==> config.mk <==
export PLATFORM = sky130hd
export DESIGN_NAME = itt_timer
export DESIGN_NICKNAME = d
export VERILOG_FILES = /design/src/design/itt_pkg.sv /design/src/design/itt_timer.sv
export VERILOG_INCLUDE_DIRS = /design/src /design/src/design
export SDC_FILE = /design/constraint.sdc
export NUM_CORES = 1
export LEC_CHECK = 0
export CAP_MARGIN = 40
export CORE_MARGIN = 2
export CORE_UTILIZATION = 54
export CTS_BUF_LIST = sky130_fd_sc_hd__clkbuf_4 sky130_fd_sc_hd__clkbuf_8
export DETAILED_ROUTE_END_ITERATION = 12
export DONT_BUFFER_PORTS = 1
export PLACE_DENSITY = 0.72
export REMOVE_ABC_BUFFERS = 1
export SLEW_MARGIN = 30
export SYNTH_ARGS = -nofsm -noshare
export SYNTH_HDL_FRONTEND = slang
export SYNTH_SLANG_ARGS = --single-unit
==> constraint.sdc <==
create_clock -name clk -period 3.8 [get_ports clk]
set_input_delay 0.95 -clock clk [delete_from_list [all_inputs] [get_ports clk]]
set_output_delay 0.95 -clock clk [all_outputs]
set_load 0.03 [all_outputs]
==> src/design/itt_consts.svh <==
// Constants of the interval and time-base timer: offsets, fields, resets, counts
//
// Contract
// - Output select: system /32../4, subclock /32../4
// - Mode register bit 4 always reads one
// - Mode bit 3: interval or time base
// - Interval taps: /8192 down to /8
// - Time-base periods: 1, 0.5, 0.25, 0.03125 s
// - Time base, select 1XX: hold prescaler, counter
// - Counter counts ticks; unreadable in subactive
// - Counter resets to zero
// - Wrap at all ones, set overflow flag
// - Interrupt only when overflow enable set
// - After reset count as interval timer
// - Mode and select bit 2 written: clear
// - Clock out only while output enabled
// - System outputs off in subactive mode
// - Subclock synchronised into system clock
`ifndef ITT_CONSTS_SVH
`define ITT_CONSTS_SVH

// ----------------------------------------------------------------
// Register offsets
// ----------------------------------------------------------------
`define ITT_ADDR_MODE    3'h0
`define ITT_ADDR_COUNT   3'h1
`define ITT_ADDR_STATUS  3'h2
`define ITT_ADDR_MASK    3'h3
`define ITT_ADDR_CTRL    3'h4

// ----------------------------------------------------------------
// Field positions
// ----------------------------------------------------------------
`define ITT_MODE_RSVD_BIT  4
`define ITT_OVF_BIT        0
`define ITT_CLKOUT_EN_BIT  0

// ----------------------------------------------------------------
// Reset values
// ----------------------------------------------------------------
`define ITT_MODE_RST    8'h10
`define ITT_COUNT_RST   8'h00
`define ITT_STATUS_RST  8'h00
`define ITT_MASK_RST    8'h00
`define ITT_CTRL_RST    8'h00

// ----------------------------------------------------------------
// Timing: prescaler tap shifts (divide by two to the shift)
// ----------------------------------------------------------------
`define ITT_SUB_HZ      32768
`define ITT_S_TAP0      4'hd
`define ITT_S_TAP1      4'hc
`define ITT_S_TAP2      4'hb
`define ITT_S_TAP3      4'h9
`define ITT_S_TAP4      4'h8
`define ITT_S_TAP5      4'h7
`define ITT_S_TAP6      4'h5
`define ITT_S_TAP7      4'h3
`define ITT_W_TAP0      4'h7
`define ITT_W_TAP1      4'h6
`define ITT_W_TAP2      4'h5
`define ITT_W_TAP3      4'h2

`endif

==> src/design/itt_pkg.sv <==
// Types of the interval and time-base timer
package itt_pkg;

    // Operating power mode of the surrounding chip
    typedef enum logic [1:0] {
        ITT_ACTIVE,
        ITT_SLEEP,
        ITT_SUBACTIVE,
        ITT_STANDBY
    } itt_pmode_t;

    // Layout of the mode register
    typedef struct packed {
        logic [2:0] out_sel;
        logic       rsvd;
        logic       timebase_mode_bit;
        logic [2:0] in_sel;
    } itt_mode_t;

    // One register bus request
    typedef struct packed {
        logic [2:0] addr;
        logic [7:0] wdata;
        logic       wr;
        logic       rd;
    } itt_req_t;

endpackage

==> src/design/itt_timer.sv <==
// Interval and time-base timer with divided clock output
`timescale 1ns/1ps
`include "itt_consts.svh"

module itt_timer
    import itt_pkg::*;
#(
    parameter int CNT_W = 8,
    parameter int S_W   = 13,
    parameter int W_W   = 8
) (
    // Clock and reset
    input  wire logic       clk,
    input  wire logic       rst,
    // Subclock pin, asynchronous to clk
    input  wire logic       sub_clk_in,
    // Power mode from the system controller
    input  wire itt_pmode_t power_mode,
    // Register port
    input  wire itt_req_t   req,
    output logic [7:0]      rdata,
    // Pins and interrupt
    output logic            divided_clock_out,
    output logic            irq
);

    // ------------------------------------------------------------
    // Elaboration checks
    // ------------------------------------------------------------
    // Taps and the all-ones compare assume these exact widths
    if (CNT_W != 8) begin : g_bad_cnt
        $error("itt_timer: CNT_W must be 8");
    end
    if (S_W != 13) begin : g_bad_s
        $error("itt_timer: S_W must be 13");
    end
    if (W_W != 8) begin : g_bad_w
        $error("itt_timer: W_W must be 8");
    end

    // Every tap must lie inside its prescaler, or no tick ever comes
    if (`ITT_S_TAP0 > S_W) begin : g_bad_s_tap
        $error("itt_timer: interval tap beyond the prescaler");
    end
    if (`ITT_W_TAP0 > W_W) begin : g_bad_w_tap
        $error("itt_timer: time-base tap beyond the prescaler");
    end
    // Clock-out taps read prescaler bits 1 to 4
    if (S_W < 5 || W_W < 5) begin : g_bad_out_tap
        $error("itt_timer: prescalers too narrow for clock out");
    end

    // ------------------------------------------------------------
    // Functions
    // ------------------------------------------------------------
    // True when the low n bits of v are all ones
    function automatic logic low_ones(input logic [12:0] v,
                                      input logic [3:0]  n);
        logic [12:0] m;
        // Bits at and above n are forced to one
        m = ~(13'h1fff << n);
        return &(v | ~m);
    endfunction

    // Interval tap shift for a select code
    // Shift k gives one tick every two to the k clocks
    function automatic logic [3:0] s_shift(input logic [2:0] sel);
        logic [3:0] r;
        r = `ITT_S_TAP0;
        unique case (sel)
            3'h0: r = `ITT_S_TAP0;
            3'h1: r = `ITT_S_TAP1;
            3'h2: r = `ITT_S_TAP2;
            3'h3: r = `ITT_S_TAP3;
            3'h4: r = `ITT_S_TAP4;
            3'h5: r = `ITT_S_TAP5;
            3'h6: r = `ITT_S_TAP6;
            3'h7: r = `ITT_S_TAP7;
        endcase
        return r;
    endfunction

    // Time-base tap shift for the low two select bits
    // Counted in synchronised subclock rising edges
    function automatic logic [3:0] w_shift(input logic [1:0] sel);
        logic [3:0] r;
        r = `ITT_W_TAP0;
        unique case (sel)
            2'h0: r = `ITT_W_TAP0;
            2'h1: r = `ITT_W_TAP1;
            2'h2: r = `ITT_W_TAP2;
            2'h3: r = `ITT_W_TAP3;
        endcase
        return r;
    endfunction

    // Clock-out tap pick: code 0 is the slowest tap
    function automatic logic out_tap(input logic [3:0] taps,
                                     input logic [1:0] sel);
        logic b;
        b = taps[0];
        unique case (sel)
            2'h0: b = taps[0];
            2'h1: b = taps[1];
            2'h2: b = taps[2];
            2'h3: b = taps[3];
        endcase
        return b;
    endfunction

    // ------------------------------------------------------------
    // Registers
    // ------------------------------------------------------------
    // Software-visible state
    itt_mode_t        mode_r;
    logic [CNT_W-1:0] cnt_r;
    logic [CNT_W-1:0] cnt_nxt;
    logic [7:0]       status_r;
    logic [7:0]       status_nxt;
    logic [7:0]       mask_r;
    logic [7:0]       ctrl_r;

    // Read data flop
    logic [7:0]       rdata_r;
    logic [7:0]       rdata_nxt;

    // Prescalers
    logic [S_W-1:0]   s_cnt_r;
    logic [W_W-1:0]   w_cnt_r;
    logic [W_W-1:0]   w_cnt_nxt;

    // Subclock synchroniser chain
    logic             sub_meta_r;
    logic             sub_sync_r;
    logic             sub_prev_r;

    // Clock-out pin flop
    logic             clk_out_r;
    logic             clk_out_nxt;

    // ------------------------------------------------------------
    // Bus decode
    // ------------------------------------------------------------
    // Each strobe is one cycle, so each decode is too
    wire wr_mode   = req.wr && (req.addr == `ITT_ADDR_MODE);
    wire wr_status = req.wr && (req.addr == `ITT_ADDR_STATUS);
    wire wr_mask   = req.wr && (req.addr == `ITT_ADDR_MASK);
    wire wr_ctrl   = req.wr && (req.addr == `ITT_ADDR_CTRL);
    // Counter offset has no write path at all

    // Write data seen through the mode layout
    itt_mode_t wmode;
    assign wmode = itt_mode_t'(req.wdata);

    // ------------------------------------------------------------
    // Mode decode
    // ------------------------------------------------------------
    wire tb_mode   = mode_r.timebase_mode_bit;
    wire tb_hold   = tb_mode && mode_r.in_sel[2];
    // Clearing on the write itself avoids one stray tick
    wire wr_clear  = wr_mode && wmode.timebase_mode_bit
                     && wmode.in_sel[2];
    // Standby and sleep are treated like active here
    wire subactive = (power_mode == ITT_SUBACTIVE);
    // Counter and subclock prescaler clear together
    wire clr_cnt   = tb_hold || wr_clear;

    // ------------------------------------------------------------
    // Subclock synchroniser
    // ------------------------------------------------------------
    // Two flops then edge detect; costs up to one clk of jitter
    always_ff @(posedge clk or posedge rst) begin
        if (rst) begin
            sub_meta_r <= 1'b0;
            sub_sync_r <= 1'b0;
            sub_prev_r <= 1'b0;
        end else begin
            sub_meta_r <= sub_clk_in;
            sub_sync_r <= sub_meta_r;
            sub_prev_r <= sub_sync_r;
        end
    end

    // One clk wide pulse per subclock rise; the third flop
    // only remembers the last level for this compare
    wire w_step = sub_sync_r && !sub_prev_r;

    // ------------------------------------------------------------
    // Prescalers
    // ------------------------------------------------------------
    // System prescaler runs free every clock
    always_ff @(posedge clk or posedge rst) begin
        if (rst) begin
            s_cnt_r <= '0;
        end else begin
            s_cnt_r <= s_cnt_r + 1'b1;
        end
    end

    // Subclock prescaler steps on each synchronised edge
    // and is cleared with the counter
    assign w_cnt_nxt = clr_cnt ? '0 :
                       w_step ? w_cnt_r + 1'b1 : w_cnt_r;

    always_ff @(posedge clk or posedge rst) begin
        if (rst) begin
            w_cnt_r <= '0;
        end else begin
            w_cnt_r <= w_cnt_nxt;
        end
    end

    // ------------------------------------------------------------
    // Count tick selection
    // ------------------------------------------------------------
    // Tick marks the last cycle before the selected tap wraps
    wire s_tick = low_ones(s_cnt_r,
                           s_shift(mode_r.in_sel));
    wire w_tick = w_step && low_ones({5'h00, w_cnt_r},
                           w_shift(mode_r.in_sel[1:0]));
    // Time-base ticks are dropped while the hold is on
    wire w_tick_ok = w_tick && !tb_hold;
    // Prescalers run on, so a new tap may start mid-period
    wire tick      = tb_mode ? w_tick_ok : s_tick;

    // ------------------------------------------------------------
    // Up-counter
    // ------------------------------------------------------------
    // Overflow only from a real tick, never from a clear
    wire at_top   = (cnt_r == {CNT_W{1'b1}});
    wire overflow = tick && at_top && !wr_clear;

    // A clear beats a tick in the same cycle
    assign cnt_nxt = clr_cnt ? '0 :
                     tick ? cnt_r + 1'b1 : cnt_r;

    // Counter wraps naturally from all ones to zero
    always_ff @(posedge clk or posedge rst) begin
        if (rst) begin
            cnt_r <= `ITT_COUNT_RST;
        end else begin
            cnt_r <= cnt_nxt;
        end
    end

    // ------------------------------------------------------------
    // Mode register
    // ------------------------------------------------------------
    // Reset value selects interval mode at the slowest tap
    // Every field is writable; the reserved bit is forced
    always_ff @(posedge clk or posedge rst) begin
        if (rst) begin
            mode_r <= itt_mode_t'(`ITT_MODE_RST);
        end else if (wr_mode) begin
            mode_r      <= wmode;
            mode_r.rsvd <= 1'b1;
        end
    end

    // ------------------------------------------------------------
    // Interrupt status, mask and control
    // ------------------------------------------------------------
    // Write one clears; a same-cycle overflow still sets
    always_comb begin
        status_nxt = status_r;
        if (wr_status) begin
            status_nxt = status_r & ~req.wdata;
        end
        if (overflow) begin
            status_nxt[`ITT_OVF_BIT] = 1'b1;
        end
    end

    // Unused status bits stay zero
    always_ff @(posedge clk or posedge rst) begin
        if (rst) begin
            status_r <= `ITT_STATUS_RST;
        end else begin
            status_r <= status_nxt & 8'h01;
        end
    end

    // ------------------------------------------------------------
    // Enable registers
    // ------------------------------------------------------------
    // Only bit 0 is kept; other bits read back zero
    always_ff @(posedge clk or posedge rst) begin
        if (rst) begin
            mask_r <= `ITT_MASK_RST;
        end else if (wr_mask) begin
            mask_r <= req.wdata & 8'h01;
        end
    end

    // Clock-out enable stands in for the port mode bit
    always_ff @(posedge clk or posedge rst) begin
        if (rst) begin
            ctrl_r <= `ITT_CTRL_RST;
        end else if (wr_ctrl) begin
            ctrl_r <= req.wdata & 8'h01;
        end
    end

    // Level interrupt, only while the enable bit is set
    wire [7:0] irq_src = status_r & mask_r;
    assign irq = |irq_src;

    // ------------------------------------------------------------
    // Read path
    // ------------------------------------------------------------
    // Counter reads zero in subactive: no bus sync there
    wire [7:0] cnt_view = subactive ? 8'h00 : cnt_r;
    // Reserved bit forced at the read too
    wire [7:0] mode_view = {mode_r.out_sel, 1'b1,
                            mode_r.timebase_mode_bit,
                            mode_r.in_sel};

    // Unmapped offsets and idle cycles read zero
    always_comb begin
        rdata_nxt = 8'h00;
        if (req.rd) begin
            unique case (req.addr)
                `ITT_ADDR_MODE:   rdata_nxt = mode_view;
                `ITT_ADDR_COUNT:  rdata_nxt = cnt_view;
                `ITT_ADDR_STATUS: rdata_nxt = status_r;
                `ITT_ADDR_MASK:   rdata_nxt = mask_r;
                `ITT_ADDR_CTRL:   rdata_nxt = ctrl_r;
                default:          rdata_nxt = 8'h00;
            endcase
        end
    end

    // Data stand only in the cycle after the strobe
    always_ff @(posedge clk or posedge rst) begin
        if (rst) begin
            rdata_r <= 8'h00;
        end else begin
            rdata_r <= rdata_nxt;
        end
    end

    assign rdata = rdata_r;

    // ------------------------------------------------------------
    // Divided clock output
    // ------------------------------------------------------------
    // Bit n of a prescaler has period two to n plus one
    wire [3:0] s_taps = {s_cnt_r[1], s_cnt_r[2],
                         s_cnt_r[3], s_cnt_r[4]};
    wire [3:0] w_taps = {w_cnt_r[1], w_cnt_r[2],
                         w_cnt_r[3], w_cnt_r[4]};

    // System taps stop in subactive since that clock is off
    wire s_out = !subactive
                 && out_tap(s_taps, mode_r.out_sel[1:0]);
    wire w_out = out_tap(w_taps, mode_r.out_sel[1:0]);
    wire sel_out = mode_r.out_sel[2] ? w_out : s_out;

    assign clk_out_nxt = ctrl_r[`ITT_CLKOUT_EN_BIT]
                         && sel_out;

    // Registered so the pin has no decode glitches
    always_ff @(posedge clk or posedge rst) begin
        if (rst) begin
            clk_out_r <= 1'b0;
        end else begin
            clk_out_r <= clk_out_nxt;
        end
    end

    assign divided_clock_out = clk_out_r;

endmodule

==> results of run 1 <==
==> cell families after synthesis <==
kind of cell | share of synthesized area
AOI/OAI and AO/OA | 0.1258
xor gates and xnor gates | 0.05359
buffers and inverters | 0.03014
muxes | 0.07416
adders and majority gates | 0.04785
and+or+nand+nor | 0.1900
DFF | 0.4785
==> metal layers <==
metal / GRT usage / vias to the layer above
li1: - / 890
met1: 0.2618 / 883
met2: 0.3185 / 55
met3: 0.02881 / 7
met4: 0.07879 / 0
met5: 0 / -
==> path summary, 6_finish.rpt <==
| kind | end | slack [ns] | depth (start not counted) |
|---|---|---|---|
| max in group asynchronous | cnt_r[3]$_DFFE_PP0P_ | 2.80 | 1 |
| setup / recovery | cnt_r[7]$_DFFE_PP0P_ | 1.22 | 8 |
| min in group asynchronous | mode_r[7]$_DFFE_PP0P_ | 0.58 | 1 |
| hold reg to reg | sub_sync_r$_DFF_PP0_ | 0.36 | 0 |
| hold / removal | sub_sync_r$_DFF_PP0_ | 0.36 | 0 |
| setup reg to reg | cnt_r[7]$_DFFE_PP0P_ | 1.22 | 8 |
==> synth_stat cells (7+ instances only) <==
library cell	n
sky130_fd_sc_hd__mux2i_1	7
sky130_fd_sc_hd__nand2_1	22
sky130_fd_sc_hd__o21ai_0	11
sky130_fd_sc_hd__nand3_1	8
sky130_fd_sc_hd__nor2b_1	8
sky130_fd_sc_hd__mux2_2	7
sky130_fd_sc_hd__dfrtp_1	50
sky130_fd_sc_hd__inv_1	9
sky130_fd_sc_hd__xor2_1	8
sky130_fd_sc_hd__nor2_1	25
sky130_fd_sc_hd__ha_1	10
sky130_fd_sc_hd__a21oi_1	10
sky130_fd_sc_hd__a22oi_1	7
sky130_fd_sc_hd__xnor2_1	8
==> sequential cells by signal, indices dropped and copies added (netlist names) <==
| name | cells |
|---|---|
| sub_meta_r | 1 |
| sub_prev_r | 1 |
| mode_r | 6 |
| w_cnt_r | 7 |
| rdata | 8 |
| status_r | 1 |
| mask_r | 1 |
| divided_clock_out | 1 |
| tb_mode | 1 |
| s_cnt_r | 13 |
| cnt_r | 8 |
| sub_sync_r | 1 |
| ctrl_r | 1 |
==> metrics by stage <==
stage | cells | util | power, mW | setup WS (ns) | hold slack [ns]
2_1_floorplan | 245 | - | 0.7969 | 1.396 | 0.3312
3_3_place_gp | 299 | 0.5621 | 0.8497 | 1.044 | 0.3335
3_5_place_dp | 299 | 0.5627 | 0.8540 | 1.019 | 0.3370
4_1_cts | 307 | 0.5851 | 1.192 | 1.221 | 0.3576
5_1_grt | 307 | 0.5851 | 1.249 | 1.026 | 0.3627
6_report | 307 | 0.5851 | 1.182 | 1.221 | 0.3559
==> worst max-delay path: stages (launching register included) <==
cell and delay [ns]:
sky130_fd_sc_hd__dfrtp_1 0.49, sky130_fd_sc_hd__inv_1 0.15, sky130_fd_sc_hd__ha_1 0.22, sky130_fd_sc_hd__nand2b_1 0.17
sky130_fd_sc_hd__or3_1 0.36, sky130_fd_sc_hd__a21oi_1 0.24, sky130_fd_sc_hd__nand4_2 0.29, sky130_fd_sc_hd__a211oi_1 0.34
sky130_fd_sc_hd__mux2i_1 0.24
==> where the power goes <==
part	total, mW	leakage [nW]	internal, mW	switching [mW]
clock	0.338	0.0544	0.167	0.171
combinational	0.207	0.502	0.0942	0.113
sequential	0.637	0.656	0.571	0.0658
==> final cells by class <==
cell class	count	share of cell area
flip-flops and latches	50	0.4558
inverters	9	0.01322
well taps	54	0.02461
clock buffers	7	0.03510
clock inverters	1	0.003191
multi-input cells	186	0.4681
==> results.py, run 1 <==
metrics = {
    "cts": {
        "postCtsHoldBufs": 0,
        "root_buffer": "sky130_fd_sc_hd__clkbuf_8",
        "total_clock_buffers_created_by_cts": 5,
        "path_clk_slew_ns": 0.09,
        "clock_sinks": 50,
        "cts_tree": "yes",
        "cts.htree.levels": 2,
        "cts_setup_buffers": 0,
        "cts.repair.resized": 0,
        "clkLatencyLatePin_ns": 0.30,
        "cts_max_path_buffers": 2,
    },
    "timing": {
        "slew_viol_final": 0,
        "worstMarginPinSlew_ns": 0.7573,
        "rsz0062_at_grt": "no",
        "final_period_minus_worst_setup_slack_ns": 2.579,
        "clock-skew-final_ns": 0.007542,
        "max_clock_freq_mhz": 387.7,
        "setup_viol_count_final": 0,
        "final.period_utilization": 0.6787,
        "timing.final.hold_violations": 0,
        "final.setup.tns_ns": 0,
        "timing.max_slew.rel_slack": 0.4951,
    },
    "detailed_routing": {
        "wirelength_mm": 4.808,
        "first_pass_iters": 4,
        "drt-wirelength-per-cell_um": 15.66,
        "route.detailed.drc": 0,
        "detail_route.vias_per_cell": 5.977,
        "via_count": 1835,
        "antenna_left": 0,
        "dr_wl_met2_mm": 2.234,
        "met3WireLength_um": 213,
        "detail_route.iter0.violations": 164,
        "top_signal_layer_used": "met4",
        "route.layer.met1.wl_mm": 2.263,
    },
    "placed_design": {
        "dpl_cell_area_sq_um": 2640,
        "place.port_buffers": 0,
        "globalplace.congestion": 0.8245,
        "detailedPlacementHpwl_mm": 3.420,
    },
    "final_layout": {
        "layout.cells.most_common_list": "sky130_fd_sc_hd__dfrtp_1, sky130_fd_sc_hd__nor2_1, sky130_fd_sc_hd__nand2_1",
        "fill_cells": 405,
        "area.sequential_sq_um": 1251,
        "drive_above_1_share": 0.08696,
        "net_count_of_the_finished_layout": 280,
        "layout_commonest_cell": "sky130_fd_sc_hd__dfrtp_1",
        "n_antenna_cell": 0,
        "multi_input_comb_area_sq_um": 1285,
        "syn2layout_area_growth_pct": 4.976,
        "finalInstanceArea_sq_um": 2745,
    },
    "flow_run": {
        "maxCapViolCount": 0,
    },
    "critical_path": {
        "worst_ep_required_time_ns": 4.02,
        "startpoint_class": "flip-flop",
        "setup.worst_path.class": "reg -> reg",
        "worst-path-max-fanout": 10,
        "r2r-start": "mode_r[1]$_DFFE_PP0P_",
        "worst_ep_arrival_time_ns": 2.80,
        "worst_setup_startpoint": "mode_r[1]$_DFFE_PP0P_",
        "critical_path.endpoint_type": "flip-flop",
    },
    "logic_synthesis": {
        "yosys_synthesis_warning_count": 0,
        "portion_of_synthesized_cell_area_occupied_by_the_leading_cell_type": 0.4785,
        "post-synth-top-area-cell": "sky130_fd_sc_hd__dfrtp_1",
        "yosys_register_bits": 50,
        "synth-async-reset-ratio": 1.000,
        "post_synth_edffs": 0,
        "yosysSeqAreaShare": 0.4785,
        "synthesis.instances": 253,
        "synth_area_per_inst_sq_um": 10.34,
        "ys_types": 45,
        "netlist_top_cells_area": "sky130_fd_sc_hd__dfrtp_1, sky130_fd_sc_hd__ha_1, sky130_fd_sc_hd__nor2_1, sky130_fd_sc_hd__nand2_1, sky130_fd_sc_hd__mux2_2",
        "netlist_area_sq_um": 2615,
        "ys_dominant_reg_cell": "sky130_fd_sc_hd__dfrtp_1",
    },
    "floorplanning": {
        "floorplan.initialDensity": 0.5573,
        "design.die.area_sq_um": 5415,
        "die_height_um": 73.59,
        "core_region_area_sq_um": 4692,
        "floorplan.die.width_um": 73.59,
        "ioPinCount": 28,
        "floorplan.rows": 25,
    },
    "outcome": {
        "status": "completed",
    },
    "global_route": {
        "antenna_found_initial": 0,
        "pin_count_of_the_biggest_net_entering_global_routing": 51,
        "global_route.usage.total": 0.1955,
        "grt_pass1_vias": 1756,
        "grt_pass1_wl_mm": 8.135,
        "grt_remaining_overflow": 0,
    },
    "power_and_ir_drop": {
        "maximum_resistive_drop_on_vdd_v": 0.0002124,
        "cellLeakagePower_nw": 1.213,
        "power-per-cell-area_nw_per_um2": 430.4,
    },
    "min_path": {
        "hold_path_startpoint": "sub_meta_r$_DFF_PP0_",
        "holdCritPathClass": "reg -> reg",
    },
}
No activity file was read; power rests on OpenSTA's default activity.
==> run 2: changes to the inputs <==
==> constraint.sdc (replaced) <==
create_clock -name clk -period 2.6 [get_ports clk]
set_input_delay 0.65 -clock clk [delete_from_list [all_inputs] [get_ports clk]]
set_output_delay 0.65 -clock clk [all_outputs]
set_load 0.03 [all_outputs]
==> run 2 against run 1 <==
First-iteration DRC count down 16%. Critical path depth unchanged. Flip-flop and latch count unchanged. Clock power up 92%. Critical path type unchanged. Critical endpoint is now cnt_r[5]$_DFFE_PP0P_.
==> results.py, run 2 (same netlist as run 1, synthesis figures left out) <==
metrics = {
    "floorplanning": {
        "design.die.area_sq_um": 5415,
        "ioPinCount": 28,
        "core_region_area_sq_um": 4692,
        "floorplan.rows": 25,
        "floorplan.die.width_um": 73.59,
        "floorplan.initialDensity": 0.5573,
        "die_height_um": 73.59,
    },
    "global_route": {
        "busiest_layer": "met2",
        "grt_pass1_vias": 1765,
        "antenna_found_initial": 0,
        "pin_count_of_the_biggest_net_entering_global_routing": 22,
        "met1_usage": 0.2822,
        "global_route.usage.total": 0.2036,
        "grt_util_met2": 0.3056,
        "grt_remaining_overflow": 0,
        "grt_pass1_wl_mm": 8.466,
        "met3_usage": 0.05213,
    },
    "critical_path": {
        "r2r-start": "mode_r[1]$_DFFE_PP0P_",
        "setup.worst_path.class": "reg -> reg",
        "worstRegToRegCells": 8,
        "worst-path-max-fanout": 10,
        "worstPathCellList": "buf_4 -> ha_1 -> nor3b_1 -> a211oi_1 -> o21ai_0 -> nand4_2 -> a211oi_1 -> mux2i_1",
        "timing.reg2reg.setup_slack_ns": 0.20,
        "worst_ep_arrival_time_ns": 2.63,
        "cpPeakStageDelay_ns": 0.39,
        "cp_common_cell": "sky130_fd_sc_hd__a211oi_1",
        "worst_setup_startpoint": "mode_r[1]$_DFFE_PP0P_",
        "critPathSlowestCell": "sky130_fd_sc_hd__dfrtp_1",
        "critical_path.endpoint_type": "flip-flop",
        "worst_ep_required_time_ns": 2.83,
        "startpoint_class": "flip-flop",
        "rr_endpoint": "cnt_r[5]$_DFFE_PP0P_",
    },
    "timing": {
        "worstMarginPinSlew_ns": 0.7126,
        "slew_viol_final": 0,
        "final_period_minus_worst_setup_slack_ns": 2.399,
        "max_clock_freq_mhz": 416.8,
        "setup_viol_count_final": 0,
        "final.period_utilization": 0.9227,
        "clock-skew-final_ns": 0.005953,
        "final.setup.tns_ns": 0,
        "rsz0062_at_grt": "no",
        "whs_ns": 0.1613,
        "timing.final.hold_violations": 0,
        "timing.max_slew.rel_slack": 0.5237,
    },
    "final_layout": {
        "n_antenna_cell": 0,
        "layout_commonest_cell": "sky130_fd_sc_hd__dfrtp_1",
        "post_layout_nonfiller_instances": 315,
        "finalInstanceArea_sq_um": 2835,
        "drive_above_1_share": 0.1149,
        "largest_reg_flops": 13,
        "syn2layout_area_growth_pct": 8.421,
        "net_count_of_the_finished_layout": 288,
        "largest_register": "s_cnt_r",
        "layout.cells.most_common_list": "sky130_fd_sc_hd__dfrtp_1, sky130_fd_sc_hd__nor2_1, sky130_fd_sc_hd__nand2_1",
    },
    "detailed_routing": {
        "via_count": 1844,
        "detail_route.iter0.violations": 137,
        "drt-wirelength-per-cell_um": 15.72,
        "wirelength_mm": 4.953,
        "first_pass_iters": 4,
        "detail_route.vias_per_cell": 5.854,
        "antenna_left": 0,
        "route.detailed.drc": 0,
    },
    "cts": {
        "postCtsHoldBufs": 0,
        "cts.repair.resized": 0,
        "cts_setup_buffers": 0,
        "total_clock_buffers_created_by_cts": 5,
        "root_buffer": "sky130_fd_sc_hd__clkbuf_8",
        "clkLatencyLatePin_ns": 0.30,
        "cts_tree": "yes",
        "cts_max_path_buffers": 2,
        "path_clk_slew_ns": 0.09,
        "cts.htree.levels": 2,
        "clock_sinks": 50,
    },
    "placed_design": {
        "placed_cells_incl_taps": 307,
        "dpl_cell_area_sq_um": 2698,
        "place.port_buffers": 0,
        "globalplace.congestion": 0.7818,
        "detailedPlacementHpwl_mm": 3.685,
    },
    "power_and_ir_drop": {
        "maximum_resistive_drop_on_vdd_v": 0.0003234,
        "cellLeakagePower_nw": 1.266,
        "power-per-cell-area_nw_per_um2": 672.0,
    },
    "outcome": {
        "status": "completed",
    },
    "flow_run": {
        "maxCapViolCount": 0,
    },
    "min_path": {
        "holdCritPathClass": "in -> async",
    },
}
==> run 2: cell types whose count changed in the layout (fill, tap and decap cells not counted) <==
cell / previous run / this run
sky130_fd_sc_hd__buf_4: 0 / 8
sky130_fd_sc_hd__bufinv_16: 0 / 2
sky130_fd_sc_hd__clkbuf_8: 7 / 5
sky130_fd_sc_hd__inv_2: 0 / 1
sky130_fd_sc_hd__inv_4: 1 / 0
==> run 2: metal layers <==
metal	vias to the layer above	wire length (um)	share of wire
met5	-	0	0
met1	883	2337	0.47
met2	47	2263	0.46
met4	0	125	0.025
met3	9	227	0.046
li1	905	-	-
==> run 2: area by class of cell <==
type                    count  area (sq um)
clock buffers               5         68.82
clock inverters             3         68.82
inverters                   9         33.78
repair buffers              8         60.06
well taps                  54         67.56
fillers                   396          1857
flip-flops and latches     50          1251
multi-input cells         186          1285
==> run 2: worst max-delay path by stage <==
| stage | cells past startpoint | end | slack [ns] |
|---|---|---|---|
| finish | 8 | cnt_r[5]$_DFFE_PP0P_ | 0.20 |
| global route | 8 | cnt_r[2]$_DFFE_PP0P_ | 0.02 |
| CTS | 8 | cnt_r[5]$_DFFE_PP0P_ | 0.22 |
| detailed placement | 8 | cnt_r[5]$_DFFE_PP0P_ | 0.26 |
| global placement | 8 | cnt_r[5]$_DFFE_PP0P_ | 0.32 |
| floorplan | 8 | cnt_r[5]$_DFFE_PP0P_ | 0.43 |
==> run 2: per-stage QoR <==
| step | power, mW | utilization | setup WS (ns) |
|---|---|---|---|
| 5_1_grt | 2.009 | 0.6043 | 0.02373 |
| 3_5_place_dp | 1.272 | 0.5749 | 0.2638 |
| 3_3_place_gp | 1.257 | 0.5749 | 0.3220 |
| 4_1_cts | 1.917 | 0.6043 | 0.2229 |
| 2_1_floorplan | 1.165 | - | 0.4254 |
| 6_report | 1.905 | 0.6043 | 0.2009 |
==> run 2: critical path: cells and delay by family (launching register included) <==
kind	cells	cell delay, ns
compound gates	3	0.72
fa+ha+maj	1	0.24
buf+inv	1	0.16
flops	1	0.39
mux	1	0.22
simple gates	2	0.60
==> run 2: where the power goes <==
group	switching [mW]	internal, mW	total, mW
Combinational	0.181	0.154	0.335
Sequential	0.0869	0.835	0.922
Clock	0.263	0.385	0.648
